`src/design/psc_pkg.sv`:
```
// Constants and types shared by the phase sweep command control block.
package psc_pkg;
   // Command codes on the command port.
   typedef enum logic [3:0] {
      PSC_CMD_NONE = 4'h0,
      PSC_CMD_SINGLE = 4'h1,
      PSC_CMD_SS_ENABLE = 4'h2,
      PSC_CMD_START_STATE = 4'h3,
      PSC_CMD_STOP_STATE = 4'h4,
      PSC_CMD_PAUSE = 4'h5,
      PSC_CMD_CONTINUE = 4'h6,
      PSC_CMD_PIE = 4'h7,
      PSC_CMD_AMP_MOD = 4'h8,
      PSC_CMD_DUTY = 4'h9,
      PSC_CMD_DUTY_FIXED = 4'hA,
      PSC_CMD_SAVE = 4'hB,
      PSC_CMD_RESTORE = 4'hC,
      PSC_CMD_PRESET = 4'hD,
      PSC_CMD_OUT = 4'hE,
      PSC_CMD_RANGE = 4'hF
   } psc_cmd_type;

   // Sweep states.
   typedef enum logic [2:0] {
      PSC_ST_IDLE = 3'b000,
      PSC_ST_RUN = 3'b001,
      PSC_ST_AT_START = 3'b010,
      PSC_ST_AT_STOP = 3'b011
   } psc_state_type;

   // Duty cycle in tenths of a percent.
   localparam logic [9:0] PSC_DUTY_MIN = 10'h032;
   localparam logic [9:0] PSC_DUTY_MAX = 10'h3B6;
   localparam logic [9:0] PSC_DUTY_HALF = 10'h1F4;
   localparam logic [3:0] PSC_SLOT_MAX = 4'h9;
   localparam int PSC_SLOTS = 10;
   // Saved settings word layout.
   localparam int PSC_SET_W = 15;
   localparam int PSC_F_DUTY = 0;
   localparam int PSC_F_AMP_MOD = 10;
   localparam int PSC_F_OUT = 11;
   localparam int PSC_F_RANGE = 12;
   localparam int PSC_F_SS_ENABLE = 13;
   localparam int PSC_F_PIE = 14;
   // Preset values: duty 50 percent, mod off, output off, auto range, inputs enabled.
   localparam logic [14:0] PSC_SET_PRESET = 15'h61F4;
   // Register read addresses.
   localparam logic [7:0] PSC_ADDR_STATUS = 8'h00;
   localparam logic [7:0] PSC_ADDR_SETTINGS = 8'h04;
   localparam logic [7:0] PSC_ADDR_ERROR = 8'h08;
endpackage : psc_pkg

```
`src/design/psc_setting_mem.sv`:
```
// Ten-slot store for saved setting words.
`timescale 1ns/1ps
`default_nettype none
module psc_setting_mem #(
   parameter int WIDTH = 15,
   parameter int DEPTH = 10
) (
   input wire logic clk_i,
   input wire logic we_i,
   input wire logic [3:0] waddr_i,
   input wire logic [WIDTH-1:0] wdata_i,
   input wire logic [3:0] raddr_i,
   output logic [WIDTH-1:0] rdata_o
);
   logic [WIDTH-1:0] mem_q [DEPTH];

   always_ff @(posedge clk_i) begin
      if (we_i) begin
         mem_q[waddr_i] <= wdata_i;
      end
   end

   assign rdata_o = mem_q[raddr_i];
endmodule // psc_setting_mem
`default_nettype wire

```
`src/design/psc_sweep_ctrl.sv`:
```
// Sweep state machine with start, stop, pause and continue control.
`timescale 1ns/1ps
`default_nettype none
module psc_sweep_ctrl (
   input wire logic clk_i,
   input wire logic rst_b_i,
   input wire logic single_go_i,
   input wire logic goto_start_i,
   input wire logic goto_stop_i,
   input wire logic pause_cmd_i,
   input wire logic continue_cmd_i,
   input wire logic pause_pin_act_i,
   input wire logic sweep_done_i,
   output psc_pkg::psc_state_type state_o,
   output logic cmd_pause_o,
   output logic paused_o,
   output logic sweep_start_o
);
   psc_pkg::psc_state_type state_q;
   psc_pkg::psc_state_type state_d;
   logic cmd_pause_q;
   logic cmd_pause_d;
   logic running;

   assign running = (state_q == psc_pkg::PSC_ST_RUN);

   always_comb begin
      state_d = state_q;
      cmd_pause_d = cmd_pause_q;
      case (state_q)
         psc_pkg::PSC_ST_RUN: begin
            if (pause_cmd_i && !pause_pin_act_i && !cmd_pause_q) begin
               cmd_pause_d = 1'b1;
            end
            if (continue_cmd_i && cmd_pause_q && !pause_pin_act_i) begin
               cmd_pause_d = 1'b0;
            end
            if (sweep_done_i) begin
               state_d = psc_pkg::PSC_ST_IDLE;
            end
         end
         default: begin
            if (single_go_i) begin
               state_d = psc_pkg::PSC_ST_RUN;
               cmd_pause_d = 1'b0;
            end
         end
      endcase
      if (goto_start_i) begin
         state_d = psc_pkg::PSC_ST_AT_START;
         cmd_pause_d = 1'b0;
      end
      if (goto_stop_i) begin
         state_d = psc_pkg::PSC_ST_AT_STOP;
         cmd_pause_d = 1'b0;
      end
   end

   always_ff @(posedge clk_i) begin
      if (!rst_b_i) begin
         state_q <= psc_pkg::PSC_ST_IDLE;
         cmd_pause_q <= 1'b0;
      end else begin
         state_q <= state_d;
         cmd_pause_q <= cmd_pause_d;
      end
   end

   assign state_o = state_q;
   assign cmd_pause_o = cmd_pause_q;
   assign paused_o = running && (cmd_pause_q || pause_pin_act_i);
   assign sweep_start_o = (state_d == psc_pkg::PSC_ST_RUN) && !running;
endmodule // psc_sweep_ctrl
`default_nettype wire

```
`src/design/psc_top.sv`:
```
// Command interpreter for the phase sweep option.
`timescale 1ns/1ps
`default_nettype none
module psc_top (
   input wire logic clk_i,
   input wire logic rst_b_i,
   // Command port: one-cycle strobe with code and parameter.
   input wire logic cmd_valid_i,
   input wire logic [3:0] cmd_code_i,
   input wire logic [9:0] cmd_param_i,
   // Remote or local operation.
   input wire logic remote_i,
   // Rear-panel inputs, synchronous; pause input active low.
   input wire logic single_start_input_i,
   input wire logic pause_input_b_i,
   input wire logic sweep_done_i,
   // Register read port.
   input wire logic [7:0] addr_i,
   input wire logic [31:0] wdata_i,
   input wire logic wr_i,
   input wire logic rd_i,
   output logic [31:0] rdata_o,
   // Setting and status outputs.
   output logic [2:0] sweep_state_o,
   output logic sweep_start_o,
   output logic sweep_paused_o,
   output logic cmd_error_o,
   output logic [9:0] duty_o,
   output logic amp_mod_o,
   output logic waveform_out_o,
   output logic fixed_range_o,
   output logic single_start_input_enable_o,
   output logic pause_input_enable_o
);
   logic [psc_pkg::PSC_SET_W-1:0] set_q;
   logic [psc_pkg::PSC_SET_W-1:0] set_d;
   logic [psc_pkg::PSC_SET_W-1:0] recall_data;
   logic [31:0] rdata_q;
   logic [31:0] rdata_d;
   logic err_q;
   logic err_d;
   logic single_in_q;
   logic [2:0] state_q;
   logic start_q;
   logic paused_q;
   psc_pkg::psc_state_type state_w;
   logic cmd_pause_w;
   logic paused_w;
   logic start_w;

   wire is_cmd = cmd_valid_i;
   wire [3:0] code = cmd_code_i;
   wire bit_ok = (cmd_param_i <= 10'h001);
   wire slot_ok = (cmd_param_i <= {6'h00, psc_pkg::PSC_SLOT_MAX});
   wire duty_ok = (cmd_param_i >= psc_pkg::PSC_DUTY_MIN) &&
      (cmd_param_i <= psc_pkg::PSC_DUTY_MAX);
   wire c_single = is_cmd && (code == psc_pkg::PSC_CMD_SINGLE);
   wire c_ss_en = is_cmd && (code == psc_pkg::PSC_CMD_SS_ENABLE);
   wire c_start = is_cmd && (code == psc_pkg::PSC_CMD_START_STATE);
   wire c_stop = is_cmd && (code == psc_pkg::PSC_CMD_STOP_STATE);
   wire c_pause = is_cmd && (code == psc_pkg::PSC_CMD_PAUSE);
   wire c_cont = is_cmd && (code == psc_pkg::PSC_CMD_CONTINUE);
   wire c_pie = is_cmd && (code == psc_pkg::PSC_CMD_PIE);
   wire c_amp = is_cmd && (code == psc_pkg::PSC_CMD_AMP_MOD);
   wire c_duty = is_cmd && (code == psc_pkg::PSC_CMD_DUTY);
   wire c_half = is_cmd && (code == psc_pkg::PSC_CMD_DUTY_FIXED);
   wire c_save = is_cmd && (code == psc_pkg::PSC_CMD_SAVE);
   wire c_rest = is_cmd && (code == psc_pkg::PSC_CMD_RESTORE);
   wire c_pre = is_cmd && (code == psc_pkg::PSC_CMD_PRESET);
   wire c_out = is_cmd && (code == psc_pkg::PSC_CMD_OUT);
   wire c_rng = is_cmd && (code == psc_pkg::PSC_CMD_RANGE);

   // Local forces the input on; stored remote enable kept.
   wire ss_en_eff = !remote_i || set_q[psc_pkg::PSC_F_SS_ENABLE];
   // Local forces the pause input on.
   wire pie_eff = !remote_i || set_q[psc_pkg::PSC_F_PIE];
   // Enabled low pause input holds the sweep.
   wire pin_hold = pie_eff && !pause_input_b_i && !cmd_pause_w;
   // Rising edge of the enabled single-start input.
   wire pin_go = ss_en_eff && single_start_input_i && !single_in_q;
   wire go = c_single || pin_go;
   // Pause and continue commands blocked while the pin holds.
   wire pause_go = c_pause && !pin_hold;
   wire cont_go = c_cont && !pin_hold;

   wire bit_cmd = c_ss_en || c_pie || c_amp || c_out || c_rng;
   wire slot_cmd = c_save || c_rest;
   wire bad = (bit_cmd && !bit_ok) || (slot_cmd && !slot_ok) || (c_duty && !duty_ok);

   psc_sweep_ctrl u_sweep (
      .clk_i(clk_i),
      .rst_b_i(rst_b_i),
      .single_go_i(go),
      .goto_start_i(c_start),
      .goto_stop_i(c_stop),
      .pause_cmd_i(pause_go),
      .continue_cmd_i(cont_go),
      .pause_pin_act_i(pin_hold),
      .sweep_done_i(sweep_done_i),
      .state_o(state_w),
      .cmd_pause_o(cmd_pause_w),
      .paused_o(paused_w),
      .sweep_start_o(start_w)
   );

   psc_setting_mem #(
      .WIDTH(psc_pkg::PSC_SET_W),
      .DEPTH(psc_pkg::PSC_SLOTS)
   ) u_mem (
      .clk_i(clk_i),
      .we_i(c_save && slot_ok),
      .waddr_i(cmd_param_i[3:0]),
      .wdata_i(set_q),
      .raddr_i(cmd_param_i[3:0]),
      .rdata_o(recall_data)
   );

   always_comb begin
      set_d = set_q;
      if (c_ss_en && bit_ok) begin
         set_d[psc_pkg::PSC_F_SS_ENABLE] = cmd_param_i[0];
      end
      if (c_pie && bit_ok) begin
         set_d[psc_pkg::PSC_F_PIE] = cmd_param_i[0];
      end
      if (c_amp && bit_ok) begin
         set_d[psc_pkg::PSC_F_AMP_MOD] = cmd_param_i[0];
      end
      // Duty in tenths of a percent.
      if (c_duty && duty_ok) begin
         set_d[psc_pkg::PSC_F_DUTY +: 10] = cmd_param_i;
      end
      if (c_half) begin
         set_d[psc_pkg::PSC_F_DUTY +: 10] = psc_pkg::PSC_DUTY_HALF;
      end
      if (c_out && bit_ok) begin
         set_d[psc_pkg::PSC_F_OUT] = cmd_param_i[0];
      end
      if (c_rng && bit_ok) begin
         set_d[psc_pkg::PSC_F_RANGE] = cmd_param_i[0];
      end
      if (c_rest && slot_ok) begin
         set_d = recall_data;
      end
      if (c_pre) begin
         set_d = psc_pkg::PSC_SET_PRESET;
      end
   end

   // Error flag is sticky; a new error wins over a read that clears it.
   always_comb begin
      err_d = err_q;
      if (rd_i && (addr_i == psc_pkg::PSC_ADDR_ERROR)) begin
         err_d = 1'b0;
      end
      if (is_cmd && bad) begin
         err_d = 1'b1;
      end
   end

   always_comb begin
      rdata_d = 32'h0000_0000;
      if (rd_i) begin
         case (addr_i)
            psc_pkg::PSC_ADDR_STATUS: rdata_d = {26'h0, cmd_pause_w, paused_w, 1'b0, state_w};
            psc_pkg::PSC_ADDR_SETTINGS: rdata_d = {17'h0, set_q};
            psc_pkg::PSC_ADDR_ERROR: rdata_d = {31'h0, err_q};
            default: rdata_d = 32'h0000_0000;
         endcase
      end
   end

   always_ff @(posedge clk_i) begin
      if (!rst_b_i) begin
         set_q <= psc_pkg::PSC_SET_PRESET;
         err_q <= 1'b0;
         rdata_q <= 32'h0000_0000;
         single_in_q <= 1'b0;
         state_q <= 3'h0;
         start_q <= 1'b0;
         paused_q <= 1'b0;
      end else begin
         set_q <= set_d;
         err_q <= err_d;
         rdata_q <= rdata_d;
         single_in_q <= single_start_input_i;
         state_q <= state_w;
         start_q <= start_w;
         paused_q <= paused_w;
      end
   end

   // Writes have no target; settings change only through commands.
   assign rdata_o = rdata_q;
   assign sweep_state_o = state_q;
   assign sweep_start_o = start_q;
   assign sweep_paused_o = paused_q;
   assign cmd_error_o = err_q;
   assign duty_o = set_q[psc_pkg::PSC_F_DUTY +: 10];
   assign amp_mod_o = set_q[psc_pkg::PSC_F_AMP_MOD];
   assign waveform_out_o = set_q[psc_pkg::PSC_F_OUT];
   assign fixed_range_o = set_q[psc_pkg::PSC_F_RANGE];
   assign single_start_input_enable_o = set_q[psc_pkg::PSC_F_SS_ENABLE];
   assign pause_input_enable_o = set_q[psc_pkg::PSC_F_PIE];
endmodule // psc_top
`default_nettype wire

```
`config.mk`:
```
export PLATFORM = sky130hd
export DESIGN_NAME = psc_top
export DESIGN_NICKNAME = d
export VERILOG_FILES = /design/src/design/psc_pkg.sv /design/src/design/psc_setting_mem.sv /design/src/design/psc_sweep_ctrl.sv /design/src/design/psc_top.sv
export SDC_FILE = /design/constraint.sdc
export NUM_CORES = 1
export LEC_CHECK = 0
export ABC_AREA = 1
export BUFFER_PORTS_ARGS = -buffer_cell sky130_fd_sc_hd__buf_2
export CAP_MARGIN = 20
export CORE_MARGIN = 8
export CORE_UTILIZATION = 57
export CTS_CLUSTER_DIAMETER = 50
export DETAILED_ROUTE_END_ITERATION = 10
export PLACE_DENSITY_LB_ADDON = 0.25
export SLEW_MARGIN = 20
export SYNTH_ARGS = -nofsm -noshare
export SYNTH_HDL_FRONTEND = slang
export SYNTH_SLANG_ARGS = --single-unit
export TNS_END_PERCENT = 50
```
`constraint.sdc`:
```
create_clock -name clk_i -period 3.3 [get_ports clk_i]
set_input_delay 0.66 -clock clk_i [delete_from_list [all_inputs] [get_ports clk_i]]
set_output_delay 0.66 -clock clk_i [all_outputs]
set_load 0.005 [all_outputs]
```
# Word-level counts from Yosys, hierarchy flattened
# Memories as Yosys holds them, arrays and structs flattened.
# Index checks and enable logic that the tools add are counted.
[totals] in_bits=63 output_inout_bits=53 memories=1 ramBits=150 reg_bits=58 wordCells=136
[op_classes] reduce_logical=74 bitwise_logic=1 n_eq_ne=20 order_cmp=4 mux=22
[memory_table] name="u_mem.mem_q" depth=10 word_bits=15 rd=1 rd_clocked_by_memory_dff=0 write_ports=1 line="psc_setting_mem.sv:15" source="logic [WIDTH-1:0] mem_q [DEPTH];"
[op_table] op="15-bit case mux with 3 select lines" n=1
[op_table] op="1-bit logical AND" n=41
[op_table] op="4-bit == test, second input constant" n=8
[op_table] op="10-bit 2-to-1 mux" n=2
[op_table] op="4-bit by 3-bit == test with 1-bit output, second input constant" n=4
[op_table] op="15-bit 2-to-1 mux" n=1
[op_table] op="3-bit 2-to-1 mux" n=5
[op_table] op="2-bit nonzero test" n=7
[op_table] op="1-bit 2-to-1 mux" n=13
[op_table] op="1-bit logical OR" n=11
[op_table] op="10-bit by 6-bit greater-or-equal comparator with 1-bit output, second input constant" n=1
[op_table] op="10-bit by 1-bit <= comparator with 1-bit output, second input constant" n=1
[op_table] op="10-bit <= comparator, second input constant" n=1
[op_table] op="10-bit by 4-bit <= comparator with 1-bit output, second input constant" n=1
[op_table] op="1-bit logical NOT" n=9
[op_table] op="4-bit by 2-bit == test with 1-bit output, second input constant" n=2
[op_table] op="8-bit by 3-bit == test with 1-bit output, second input constant" n=1
[op_table] op="8-bit by 4-bit == test with 1-bit output, second input constant" n=1
[op_table] op="8-bit logical NOT" n=1
[op_table] op="3-bit by 1-bit == test with 1-bit output, second input constant" n=2
[op_table] op="4-bit by 1-bit == test with 1-bit output, second input constant" n=1
[op_table] op="2-bit AND reduction" n=2
[op_table] op="3-bit != test, second input constant" n=1
[op_table] op="3-bit nonzero test" n=1
[op_table] op="other kinds (3)" n=3

# Longest topological paths before layout
[logic_depth] depth_word=11 mapped_depth=12 mapped_depth_nobuf=11

# Modules after synthesis
# From an unflattened synthesis, not the netlist that was laid out.
[unflattened] hier_cells=942 hier_area_um2=8682.1
[modules_own_cells] module="psc_setting_mem" instances=1 cells_per_inst=593 area_per_inst_um2=6341.1 seq_area_each_um2=4504.3
[modules_own_cells] module="psc_top" instances=1 cells_per_inst=310 area_per_inst_um2=2109.5 seq_area_each_um2=740.7
[modules_own_cells] module="psc_sweep_ctrl" instances=1 cells_per_inst=39 area_per_inst_um2=231.5 seq_area_each_um2=80.1

# Least setup slack after synthesis
# Ideal clock, no wire load.
[synth_timing] path_type="input port to flip-flop" startpoint="input cmd_param_i[1]" endpoint="memory u_mem.mem_q[8][0], enable pin" setup_ns=0.406 n_path_buf=1 required_time_ns=2.894 path_slack_ns=0.542 stages=4 arrival_ns=2.352 path_cell_list="nor2_1 -> clkbuf_1 -> nand2_1 -> nor3_1"
[synth_via] elab_chain_len=4
[synth_lines] element="start: declaration" line="psc_top.sv:10" source="input wire logic [9:0] cmd_param_i,"
[synth_lines] element="10-bit by 4-bit <= comparator with 1-bit output" line="psc_top.sv:54" source="wire slot_ok = (cmd_param_i <= {6'h00, psc_pkg::PSC_SLOT_MAX});"
[synth_lines] element="1-bit logical AND" line="psc_top.sv:111" source=".we_i(c_save && slot_ok),"
[synth_lines] element="1-bit 2-to-1 mux" line="psc_setting_mem.sv:18" source="if (we_i) begin"
[synth_lines] element="1-bit 2-to-1 mux (not written as such)" line="psc_setting_mem.sv:19" source="mem_q[waddr_i] <= wdata_i;"
[synth_lines] element="end: declaration" line="psc_setting_mem.sv:15"
# Several ways; a longest one is shown, not always the timed one.

# Worst setup path after layout
[layout_timing] startpoint="input cmd_param_i[3]" endpoint="register set_q[1] (netlist bit)"
[layout_via] elab_chain_len=4 word_cells_on_any_way=9
[layout_lines] element="10-bit by 6-bit greater-or-equal comparator with 1-bit output or 10-bit <= comparator (tied branches)" line="psc_top.sv:55, psc_top.sv:56"
[layout_lines] element="1-bit logical AND" line="psc_top.sv:55" source="wire duty_ok = (cmd_param_i >= psc_pkg::PSC_DUTY_MIN) &&"
[layout_lines] element="1-bit logical AND" line="psc_top.sv:130" source="if (c_duty && duty_ok) begin"
[layout_lines] element="3-bit nonzero test (no source line)"
[layout_lines] element="end signal: assignment" line="psc_top.sv:175" source="set_q <= psc_pkg::PSC_SET_PRESET;"
[layout_lines] element="end signal: assignment" line="psc_top.sv:183" source="set_q <= set_d;"
[layout_lines] element="end: declaration" line="psc_top.sv:35" source="logic [psc_pkg::PSC_SET_W-1:0] set_q;"
# Several ways; a longest one is shown, not always the timed one.
# A chain may end at the register's enable or synchronous reset.

==> impl_metrics.py <==
metrics = {
    "synthesis": {
        "ys_warn_count": 0,
        "async_flop_share_pct": 0,
        "yosys.cell_types.count": 30,
        "syn-instance-count": 806,
        "syn_area_um2": 8010,
        "synthFlopType": "edfxtp_1",
        "synth_edf_count": 150,
        "yosysTopAreaCellShare_pct": 56.2,
        "yosysMostFrequentCell": "nand2_1",
        "ys_ff_latch": 191,
        "synth_area_leader_cell": "edfxtp_1",
        "seq_area_frac_synth_pct": 66.5,
        "synth_area_leaders": "edfxtp_1 56%, nand2_1 13%, dfxtp_1 10%, nor2_1 4.5%, nand3_1 2.8%",
        "netlist_top_cells_count": "268 x nand2_1, 150 x edfxtp_1, 95 x nor2_1",
        "syn_area_per_cell_um2": 9.94,
    },
    "power_and_ir_drop": {
        "powerDensity_nw_per_um2": 550,
        "clkPwrFrac_pct": 43.7,
        "netSwitchingPower_w": 0.00106,
        "power_w": 0.00509,
        "leakage_nw": 3.76,
        "swShare_pct": 20.8,
        "p_seq_share_pct": 51.0,
        "combPwrFrac_pct": 5.2,
        "ir_worst_vdd_mv": 0.363,
        "intPower_w": 0.00403,
    },
    "drt": {
        "firstDrtPassIters": 5,
        "num_vias": 5934,
        "route.detailed.drc": 0,
        "avgViaCountPerCell": 5.45,
        "drt_wl_total_um": 19600,
        "wire_per_inst_um": 18.0,
        "antenna_left": 0,
        "first_iter_violations": 639,
    },
    "clocking": {
        "cts_hold_buf": 0,
        "clock-sinks": 191,
        "cts_buffers": 17,
        "htreeDepth": 4,
        "post_cts_buffers": 0,
        "clock_path_buffers": 2,
        "cts_root_buf": "clkbuf_16",
        "ctsResizeCount": 0,
        "clkTransAtPathRegs_ps": 70,
        "cts_tree": "built",
        "clkLatencyLatePin_ps": 440,
    },
    "place": {
        "gp_congestion": 0.914,
        "place.port_buffers": 65,
        "hpwlAfterDp_um": 13100,
    },
    "critical_path": {
        "crit_start": "cmd_param_i[3]",
        "r2r_slack_ps": 1790,
        "cp.arrival_ps": 2620,
        "critPathKind": "input port to flip-flop",
        "critPathLaunchType": "input port",
        "crit_chain": "buf_2, o21ai_1, nand2_2, nor2_4, nor2_2, nand2_1, inv_1, nor2_1, nor2_1",
        "crit_path_top_delay_cell": "nor2_2",
        "endpoint_kind": "flip-flop",
        "crit_fanout": 20,
        "cpPeakStageDelay_ps": 600,
        "rr_endpoint": "rdata_o[4]",
        "r2r_start": "set_q[14]",
        "cp.required_ps": 3670,
        "rr_worst_depth": 5,
        "critical_path.most_common_cell": "nor2_1",
    },
    "global_routing": {
        "grt_pass1_vias": 5897,
        "grt_remaining_overflow": 0,
        "grt_max_degree": 35,
        "grt_pass1_wl_um": 30500,
        "grt_usage_pct": 22.1,
        "antenna_found_initial": 0,
    },
    "cells_and_area": {
        "multiInputGateArea_um2": 2270,
        "nFillCells": 1073,
        "layout.nets": 959,
        "area_growth_syn_to_layout_pct": 15.5,
        "num_antenna_cells": 0,
        "drive_gt1_share_pct": 15.4,
        "seqCellArea_um2": 5330,
    },
    "sta": {
        "fin_setup_tns_ps": 0,
        "max_freq_mhz": 444,
        "rsz0062_at_grt": "no",
        "skew_ps": 8.48,
        "hold_violations": 0,
        "finalCritPeriodShare_pct": 68.2,
        "max_slew_margin_pct": 48.2,
        "final_max_slew_viol_count": 0,
        "finalSetupViolations": 0,
        "worst_slew_pin_slew_ps": 776,
        "finalCriticalPeriod_ps": 2250,
    },
    "min_path": {
        "min-delay-start": "single_start_input_i",
        "min_path_type": "input port to flip-flop",
        "whs_endpoint": "single_in_q",
        "whs_path_depth": 3,
    },
    "die": {
        "initial_core_util_pct": 57.9,
        "std_cell_rows": 43,
        "coreArea_um2": 13800,
        "die_x_um": 135,
        "pin_count": 116,
        "fp.dieArea_um2": 18100,
        "die_h_um": 135,
    },
    "job": {
        "drv_cap": 0,
    },
    "outcome": {
        "status": "finished, final reports clean",
    },
}
## per-layer routing
layer / global-route usage (%) / part of all wire (%) / up-vias
met4: 10.1 / 2.7 / 0
li1: - / - / 2827
met5: 0 / 0 / -
met2: 37.1 / 50 / 249
met3: 4.79 / 7.3 / 50
met1: 26.7 / 40 / 2808
## area by class of cell
type                       count  share of cell area [%]
clock buffer                  22                    4.91
clock inverter                10                    2.03
inverter                      60                    2.43
tap                          180                    2.43
multi-input combinational    529                    24.6
sequential                   191                    57.5
timing repair buffer          97                    6.11
## critical path, delay by kind of cell
family / cells / cell delay [ps]
AOI/OAI and AO/OA: 1 / 160
and+or+nand+nor: 6 / 1330
buffers and inverters: 2 / 470
## flip-flops by register name (all words and copies together) (netlist names)
name	flops
rdata_o	15
u_sweep.cmd_pause_o	1
cmd_error_o	1
sweep_state_o	3
u_mem.mem_q	150
sweep_start_o	1
sweep_paused_o	1
single_in_q	1
set_q	15
u_sweep.state_o	3
## worst max path at each step
stage	slack, ps	endpoint
global route	850	set_q[1]
global placement	680	set_q[1]
detailed placement	670	set_q[1]
CTS	1120	set_q[1]
floorplan	540	u_mem.mem_q[8][0]
finish	1050	set_q[1]
## power groups by stage
stage | Clock [W] | Combinational [W] | Sequential (W)
2_1_floorplan | 0 | 0.000173 | 0.00265
3_3_place_gp | 0 | 0.000254 | 0.00265
3_5_place_dp | 0 | 0.000260 | 0.00265
4_1_cts | 0.00223 | 0.000264 | 0.00260
5_1_grt | 0.00233 | 0.000298 | 0.00260
6_report | 0.00223 | 0.000267 | 0.00260
## logic make-up after synthesis
logic type | synth area share [%]
AOI/OAI and AO/OA | 4.04
buffers and inverters | 5.97
DFF | 66.5
other | 0.0468
and+or+nand+nor | 23.5
## metrics by stage
step	setup WS [ps]	util, %	hold slack [ps]	cell area [um^2]	std cells
after floorplan	542	-	421	8070	822
after global placement	677	62.3	458	8620	1057
after detailed placement	668	62.3	458	8620	1057
after CTS	1120	67.0	408	9260	1089
after global routing	852	67.0	420	9260	1089
final	1050	67.0	417	9260	1089
## placed cells by master (no fill, tap or decap), types with 2 or more instances in the layout
cell          n
nand4_1      21
bufinv_16     5
edfxtp_1    150
conb_1       17
nand2_2       2
nor3_1        8
nand2_1     268
inv_1        58
clkbuf_1      4
clkbuf_16    17
o211ai_1      2
nand3b_1      3
buf_2        65
nor2_4        2
dfxtp_1      41
a22oi_1       8
buf_4        32
inv_2         2
clkinvlp_4    2
o21ai_1       2
or2_2         2
a21oi_1      12
o21ai_0      30
nor2_2        5
nor2_1       95
nand3_1      45
(Power assumes the default switching activity.)
